### src/tmc_pkg.sv
// package of constants for the transmitter mode controller
package tmc_pkg;
    // top-level modes, one-hot
    typedef enum logic [1:0] {
        TMC_STANDBY = 2'h1,
        TMC_OPERATE = 2'h2
    } tmc_mode_t;

    // register port word offsets
    localparam logic [3:0] ADDR_CTRL    = 4'h0;
    localparam logic [3:0] ADDR_STATUS  = 4'h1;
    localparam logic [3:0] ADDR_CHANNEL = 4'h2;
    localparam logic [3:0] ADDR_CUSTOM  = 4'h3;
    localparam logic [3:0] ADDR_FREQ    = 4'h4;

    // control register fields (write 1 to pulse operate or standby; the custom bit is held)
    localparam int CTRL_OPERATE_BIT = 0;
    localparam int CTRL_STANDBY_BIT = 1;
    localparam int CTRL_CUSTOM_BIT  = 2;

    // heat-sink limit in degrees C
    localparam logic [7:0] TEMP_LIMIT_C = 8'h4E;

    // channel plan
    localparam logic [6:0]  CH_FIRST     = 7'h0E;
    localparam logic [6:0]  CH_LAST      = 7'h53;
    localparam logic [11:0] CH_BASE_MHZ  = 12'h1D6;
    localparam logic [11:0] CH_STEP_MHZ  = 12'h006;
    localparam logic [6:0]  CH_RESET     = 7'h0E;
    localparam logic [11:0] CUSTOM_RESET = 12'h1D6;
endpackage

### src/tmc_req_if.sv
// interface carrying request edge events to the mode core
`timescale 1ns/1ps
interface tmc_req_if;
    logic operateEvt;
    logic standbyEvt;
    modport src  (output operateEvt, output standbyEvt);
    modport sink (input operateEvt, input standbyEvt);
endinterface

### src/tmc_mode_ctrl.sv
// transmitter mode controller top: modes, interlocks, mute, cutback
// Function
// only operate and standby; mute within operate
// low remote operate line requests operate
// operate menu selection requests operate
// serial operate command requests operate
// heat-sink above 78 C blocks operate
// any mute condition blocks operate entry
// amplifier interlock high blocks operate
// remote standby active or fault blocks operate
// operate faults assert mute, stay operate
// mute keeps supply on, IF muted
// operate enables IF, supply, indicators
// standby disables IF, supply, indicators
// low remote standby line requests standby
// standby menu key requests standby
// serial standby command requests standby
// input loss cuts power, lights fault
// input return restores power, clears fault
// channels 14..83 map to 6 MHz bands
// custom frequency may replace channel
// amplifier stays enabled through mute
// reset to standby; standby wins ties
// requests are edge events
`timescale 1ns/1ps
module tmc_mode_ctrl (
    input  wire logic        clk,
    input  wire logic        sys_rst,
    input  wire logic        rmtOperate_n,
    input  wire logic        rmtStandby_n,
    input  wire logic        operate_menu_selection,
    input  wire logic        standby_menu_key,
    input  wire logic        serialOperateCmd,
    input  wire logic        serialStandbyCmd,
    input  wire logic [7:0]  heatSinkTempC,
    input  wire logic        ampInterlock,
    input  wire logic        upconvUnlocked,
    input  wire logic        upconvAbsent,
    input  wire logic        ifStageAbsent,
    input  wire logic        modulatorMute,
    input  wire logic        otherFault,
    input  wire logic        inputPresent,
    input  wire logic [3:0]  regAddr,
    input  wire logic [31:0] regWdata,
    input  wire logic        regWr,
    input  wire logic        regRd,
    output logic [31:0]      regRdata,
    output logic             ifEnable,
    output logic             ifMute,
    output logic             supplyEnable,
    output logic             powerCutback,
    output logic             ledOperate,
    output logic             ledMuteRed,
    output logic             ledAmpEnable,
    output logic             ledInputFault,
    output logic             rmtStateOut_n
);
    tmc_pkg::tmc_mode_t mode_q;
    tmc_pkg::tmc_mode_t mode_d;
    tmc_req_if          req ();
    logic               swOperate;
    logic               swStandby;
    logic               evOpRmt;
    logic               evOpMenu;
    logic               evOpSer;
    logic               evOpSw;
    logic               evSbRmt;
    logic               evSbMenu;
    logic               evSbSer;
    logic               evSbSw;
    logic               muteCond;
    logic               overTemp;
    logic               entryBlocked;
    logic [6:0]         channel_q;
    logic               useCustom_q;
    logic [11:0]        customMhz_q;
    logic [11:0]        freqMhz;
    logic               chanValid;
    logic               cutback_q;
    logic [31:0]        rdata_q;
    logic               inOperate;

    // software pulses from the control register
    assign swOperate = regWr && (regAddr == tmc_pkg::ADDR_CTRL) &&
                       regWdata[tmc_pkg::CTRL_OPERATE_BIT];
    assign swStandby = regWr && (regAddr == tmc_pkg::ADDR_CTRL) &&
                       regWdata[tmc_pkg::CTRL_STANDBY_BIT];

    tmc_edge_det uOpRmt (.clk(clk), .sys_rst(sys_rst),
        .level(~rmtOperate_n), .pulse(evOpRmt));
    tmc_edge_det uOpMenu (.clk(clk), .sys_rst(sys_rst),
        .level(operate_menu_selection), .pulse(evOpMenu));
    tmc_edge_det uOpSer (.clk(clk), .sys_rst(sys_rst),
        .level(serialOperateCmd), .pulse(evOpSer));
    tmc_edge_det uOpSw (.clk(clk), .sys_rst(sys_rst),
        .level(swOperate), .pulse(evOpSw));
    tmc_edge_det uSbRmt (.clk(clk), .sys_rst(sys_rst),
        .level(~rmtStandby_n), .pulse(evSbRmt));
    tmc_edge_det uSbMenu (.clk(clk), .sys_rst(sys_rst),
        .level(standby_menu_key), .pulse(evSbMenu));
    tmc_edge_det uSbSer (.clk(clk), .sys_rst(sys_rst),
        .level(serialStandbyCmd), .pulse(evSbSer));
    tmc_edge_det uSbSw (.clk(clk), .sys_rst(sys_rst),
        .level(swStandby), .pulse(evSbSw));

    assign req.operateEvt = evOpRmt | evOpMenu | evOpSer | evOpSw;
    assign req.standbyEvt = evSbRmt | evSbMenu | evSbSer | evSbSw;

    assign muteCond = upconvUnlocked | upconvAbsent | ifStageAbsent |
                      modulatorMute;
    assign overTemp = heatSinkTempC > tmc_pkg::TEMP_LIMIT_C;
    assign entryBlocked = overTemp
                        | muteCond
                        | ampInterlock
                        | ~rmtStandby_n | otherFault;

    always_comb begin
        mode_d = mode_q;
        case (mode_q)
            tmc_pkg::TMC_STANDBY: begin
                if (req.operateEvt && !req.standbyEvt && !entryBlocked) begin
                    mode_d = tmc_pkg::TMC_OPERATE;
                end
            end
            tmc_pkg::TMC_OPERATE: begin
                // mute does not leave operate
                if (req.standbyEvt) begin
                    mode_d = tmc_pkg::TMC_STANDBY;
                end
            end
            default: begin
                mode_d = tmc_pkg::TMC_STANDBY;
            end
        endcase
    end

    always_ff @(posedge clk) begin
        if (sys_rst) begin
            mode_q <= tmc_pkg::TMC_STANDBY;
        end else begin
            mode_q <= mode_d;
        end
    end

    // input loss cutback follows the signal both ways
    always_ff @(posedge clk) begin
        if (sys_rst) begin
            cutback_q <= 1'b0;
        end else begin
            cutback_q <= ~inputPresent;
        end
    end

    // frequency setup registers
    always_ff @(posedge clk) begin
        if (sys_rst) begin
            channel_q   <= tmc_pkg::CH_RESET;
            useCustom_q <= 1'b0;
            customMhz_q <= tmc_pkg::CUSTOM_RESET;
        end else if (regWr) begin
            if (regAddr == tmc_pkg::ADDR_CHANNEL &&
                regWdata[6:0] >= tmc_pkg::CH_FIRST &&
                regWdata[6:0] <= tmc_pkg::CH_LAST) begin
                channel_q <= regWdata[6:0];
            end
            if (regAddr == tmc_pkg::ADDR_CUSTOM) begin
                customMhz_q <= regWdata[11:0];
            end
            if (regAddr == tmc_pkg::ADDR_CTRL) begin
                useCustom_q <= regWdata[tmc_pkg::CTRL_CUSTOM_BIT];
            end
        end
    end

    tmc_freq_map uFreq (
        .channel   (channel_q),
        .useCustom (useCustom_q),
        .customMhz (customMhz_q),
        .freqMhz   (freqMhz),
        .chanValid (chanValid)
    );

    always_ff @(posedge clk) begin
        if (sys_rst) begin
            rdata_q <= 32'h0000_0000;
        end else if (regRd) begin
            case (regAddr)
                tmc_pkg::ADDR_CTRL:
                    rdata_q <= {29'h0, useCustom_q, 2'h0};
                tmc_pkg::ADDR_STATUS:
                    rdata_q <= {24'h0, overTemp, chanValid, cutback_q,
                                muteCond, entryBlocked, 1'b0, mode_q};
                tmc_pkg::ADDR_CHANNEL:
                    rdata_q <= {25'h0, channel_q};
                tmc_pkg::ADDR_CUSTOM:
                    rdata_q <= {20'h0, customMhz_q};
                tmc_pkg::ADDR_FREQ:
                    rdata_q <= {20'h0, freqMhz};
                default:
                    rdata_q <= 32'h0000_0000;
            endcase
        end else begin
            rdata_q <= 32'h0000_0000;
        end
    end
    assign regRdata = rdata_q;

    assign inOperate = (mode_q == tmc_pkg::TMC_OPERATE);

    // output stage: all registered
    always_ff @(posedge clk) begin
        if (sys_rst) begin
            ifEnable      <= 1'b0;
            ifMute        <= 1'b0;
            supplyEnable  <= 1'b0;
            powerCutback  <= 1'b0;
            ledOperate    <= 1'b0;
            ledMuteRed    <= 1'b1;
            ledAmpEnable  <= 1'b0;
            ledInputFault <= 1'b0;
            rmtStateOut_n <= 1'b1;
        end else begin
            ifEnable      <= inOperate;
            ifMute        <= inOperate & muteCond;
            supplyEnable  <= inOperate;
            powerCutback  <= inOperate & ~inputPresent;
            ledOperate    <= inOperate;
            ledMuteRed    <= ~inOperate | muteCond;
            ledAmpEnable  <= inOperate;
            ledInputFault <= ~inputPresent;
            rmtStateOut_n <= ~inOperate;
        end
    end
endmodule

### src/tmc_edge_det.sv
// rising-edge detector for one request line
`timescale 1ns/1ps
module tmc_edge_det (
    input  wire logic clk,
    input  wire logic sys_rst,
    input  wire logic level,
    output logic      pulse
);
    logic prev_q;

    always_ff @(posedge clk) begin
        if (sys_rst) begin
            prev_q <= 1'b1;
        end else begin
            prev_q <= level;
        end
    end

    assign pulse = level & ~prev_q;
endmodule

### src/tmc_freq_map.sv
// channel to output band lower edge, or custom frequency
`timescale 1ns/1ps
module tmc_freq_map (
    input  wire logic [6:0]  channel,
    input  wire logic        useCustom,
    input  wire logic [11:0] customMhz,
    output logic [11:0]      freqMhz,
    output logic             chanValid
);
    logic [11:0] offs;

    always_comb begin
        offs = 12'({5'h00, channel - tmc_pkg::CH_FIRST}) *
               tmc_pkg::CH_STEP_MHZ;
        chanValid = (channel >= tmc_pkg::CH_FIRST) &&
                    (channel <= tmc_pkg::CH_LAST);
        if (useCustom) begin
            freqMhz = customMhz;
        end else begin
            freqMhz = tmc_pkg::CH_BASE_MHZ + offs;
        end
    end
endmodule

### config.mk
export PLATFORM = sky130hd
export DESIGN_NAME = tmc_mode_ctrl
export DESIGN_NICKNAME = d
export VERILOG_FILES = /design/src/tmc_pkg.sv /design/src/tmc_req_if.sv /design/src/tmc_mode_ctrl.sv /design/src/tmc_edge_det.sv /design/src/tmc_freq_map.sv
export SDC_FILE = /design/constraint.sdc
export NUM_CORES = 1
export LEC_CHECK = 0
export ABC_AREA = 0
export ABC_CLOCK_PERIOD_IN_PS = 3000
export BUFFER_PORTS_ARGS = -buffer_cell sky130_fd_sc_hd__buf_2
export CORE_AREA = 3 3 88 90
export DETAILED_ROUTE_END_ITERATION = 12
export DIE_AREA = 0 0 91 93
export PLACE_DENSITY = 0.66
export SKIP_CTS_REPAIR_TIMING = 1
export SKIP_LAST_GASP = 1
export SYNTH_ARGS = -nofsm -noshare
export SYNTH_HDL_FRONTEND = slang
export SYNTH_SLANG_ARGS = --single-unit
### constraint.sdc
create_clock -name clk -period 3 [get_ports clk]
set_input_delay 0.3 -clock clk [delete_from_list [all_inputs] [get_ports clk]]
set_output_delay 0.3 -clock clk [all_outputs]
set_load 0.03 [all_outputs]
==> run summary <==
Static Leak: 1.49 nW
H-tree depth: 2
NetSw: 0.364 mW
Run status: complete, no violations
Clock Pin Slew Worst Setup and Hold Paths: 90 ps
TNS Setup: 0 ps
EDFF count, synth: 0
Most frequent CP cell: ha_1
Tcrit/Tclk final: 89.1%
Synth area leaders: dfxtp_1, buf_4, ha_1
Pre-CTS setup slack: 213 ps
Maxcap violations: 0
Total CTS buffers: 5
Crit path kind: flop to flop
Routed WL per cell: 13.1 µm
Vias post-DR: 2415
Fin crit period: 2670 ps
Avg Cell Area, Syn: 8.51 µm²
Total Routing Usage GR: 14.9%
Post-synthesis mux area share: 2.57%
Drt pass-1 iters: 4
Die area: 8460 µm²
Synth Area in Simple Gates: 21.9%
Register area: 963 µm²
Setup Skew: 10.4 ps
Hold slack final: 147 ps
Clock latency on the worst-skew pair: 310 ps
Ant diodes: 0
Post-synth cell types: 64
Die Ht: 93 µm
Clock Tree Buf Depth: 2
Number of global-route vias before repair: 2202
Row count: 31
Max Fanout on Critical Path: 8
Global route total overflow: 0
Compound-Gate Fraction of Synth Area: 18.4%
Share of layout cells above drive strength 1: 25.1%
Switching Fraction: 28.5%
Slew @ Worst Pin: 778 ps
CTS tree: yes
Clk sinks: 48
Number of fill cells in the layout: 753
Sequential-to-total area share from yosys stat: 34.6%
Synth top area share: 34.6%
Clk pwr share: 33.0%
Core area: 7140 µm²
CP max stage cell: dfxtp_2
DRC violations left: 0
Most frequent cells in the layout: buf_2, dfxtp_1, nand2_1
Ports: 102
Final setup fails: 0
Commonest non-fill, non-tap cell in the layout: buf_2
Initial Util: 38.9%
Largest net degree at the start of global routing: 28
Internal Dissipation: 0.911 mW
Die width: 91 µm
Max-slew violations: 0
Placer Congestion: 0.863
Cells along the critical path: ha_1 > a21oi_1 > xor2_1 > ha_1 > nand3_1 > nand2_1 > a211o_1 > o22a_1 > and3_4 > o31ai_2
CP delay by family, top: compound AO/OA/AOI/OAI gates
CTS root buffer: clkbuf_8
PortBufs: 61
Xor/xnor share of the synthesized area: 5.32%
Worst Setup Slack, final: 328 ps
Fin nets: 455
Startpoint Class: flop
Synth Area in Adders: 5.86%
Comb power frac: 15.6%
Final WL: 6320 µm
Peak Freq: 374 MHz
Async set-reset flop share out of synthesis: 0%
Worst min-delay path class: input port to flop
Post-synth top flop: dfxtp_1
First-pass GRT wire length: 10300 µm
Via density: 5.02
Largest family of logic cells by synthesized area: simple AND/OR/NAND/NOR gates
Number of synthesized register bits: 48
Post-Syn Instances: 326
Worst Path Buf+Inv: 0
Max IR drop VDD: 0.302 mV
Util after Layout: 44.2%
Critical Path RT: 3230 ps
Slew HR: 47.9%
Iter 0 DRT Violations: 199
Final ANT Viol Nets: 0
Synthesized area: 2780 µm²
Cell area power density: 404 nW/µm²
CP arrival: 2900 ps
Footprint of the multi-input gates: 1580 µm²
Synth area leader: dfxtp_1
Antenna violations before repair: 0
Yosys warning total: 0
Reg power frac: 51.4%
CP endpoint kind: flop
HPWL after DPL: 4900 µm
Hold Fails Final Rpt: 0
Area grow syn2layout: 13.8%
Unrepaired setup endpoints after global routing: false
Slowest stage delay, CP: 390 ps
## metal layers
layer	GRT usage [%]	share of wire [%]	wire [µm]
met3	3.86	5.9	371
met2	23.9	48	3050
met5	0	0	0
met1	20.2	45	2840
met4	3.39	0.78	49
## area by class of cell
type / instances / area share (%)
Inverter: 17 / 2.02
Clock inverter: 2 / 0.436
Tap cell: 99 / 3.92
Multi-Input combinational cell: 244 / 49.9
Sequential cell: 48 / 30.5
Clock buffer: 6 / 2.61
Timing Repair Buffer: 65 / 10.6
## state kept, by name, indices dropped and copies added, names as in the netlist, 2 cells and up
register     cells
mode_q           2
channel_q        7
customMhz_q     12
regRdata        12
## logic make-up (layout without fill, tap and decap cells)
| kind of cell | Yosys count | in the layout |
|---|---|---|
| and+or+nand+nor | 121 | 121 |
| AOI/OAI and AO/OA | 71 | 71 |
| buffers and inverters | 53 | 90 |
| DFF | 48 | 48 |
| adders and majority gates | 13 | 13 |
| xor gates and xnor gates | 12 | 12 |
| muxes | 7 | 7 |
| other | 1 | 20 |
## power by group through the flow
stage               logic (mW)  registers (mW)  clock network, mW
finish                   0.199           0.655              0.420
global route             0.221           0.657              0.458
CTS                      0.198           0.655              0.423
detailed placement       0.198           0.670                  0
global placement         0.194           0.670                  0
floorplan                0.163           0.671                  0
## synth_stat cells, types with 4 or more instances
cell      instances
dfxtp_1          48
nand2_1          35
nor2_1           27
buf_4            23
a21oi_1          21
inv_1            17
ha_1             13
nand3_1          10
nor3_1            9
clkbuf_1          8
nand2b_1          7
o21ai_0           7
mux2i_1           6
nor4_1            5
a211o_1           4
a222oi_1          4
nor2b_1           4
or2_2             4
xnor2_1           4
xor2_1            4
## worst reg2reg max path: cells and delay by family (launching register included)
kind / cells / cell delay (ps)
AOI/OAI and AO/OA: 4 / 970
adders and majority gates: 2 / 600
and+or+nand+nor: 3 / 400
DFF: 1 / 390
xor gates and xnor gates: 1 / 240
## path summary, 6_finish.rpt
kind	to	depth (start not counted)	slack [ps]	from
max	regRdata[8]$_SDFF_PP0_	10	330	channel_q[1]$_SDFFE_PP1P_
min	powerCutback$_SDFF_PP0_	2	150	inputPresent
max reg2reg	regRdata[8]$_SDFF_PP0_	10	330	channel_q[1]$_SDFFE_PP1P_
min reg2reg	regRdata[1]$_SDFF_PP0_	2	460	customMhz_q[1]$_SDFFE_PP1P_
## stage by stage
stage / cells / cell area (µm²) / power [mW]
after global routing: 481 / 3160 / 1.34
after global placement: 473 / 3060 / 0.864
after floorplan: 345 / 2850 / 0.834
after CTS: 481 / 3160 / 1.28
after detailed placement: 473 / 3060 / 0.868
final: 481 / 3160 / 1.28
Power figures use the tool's default switching activity.
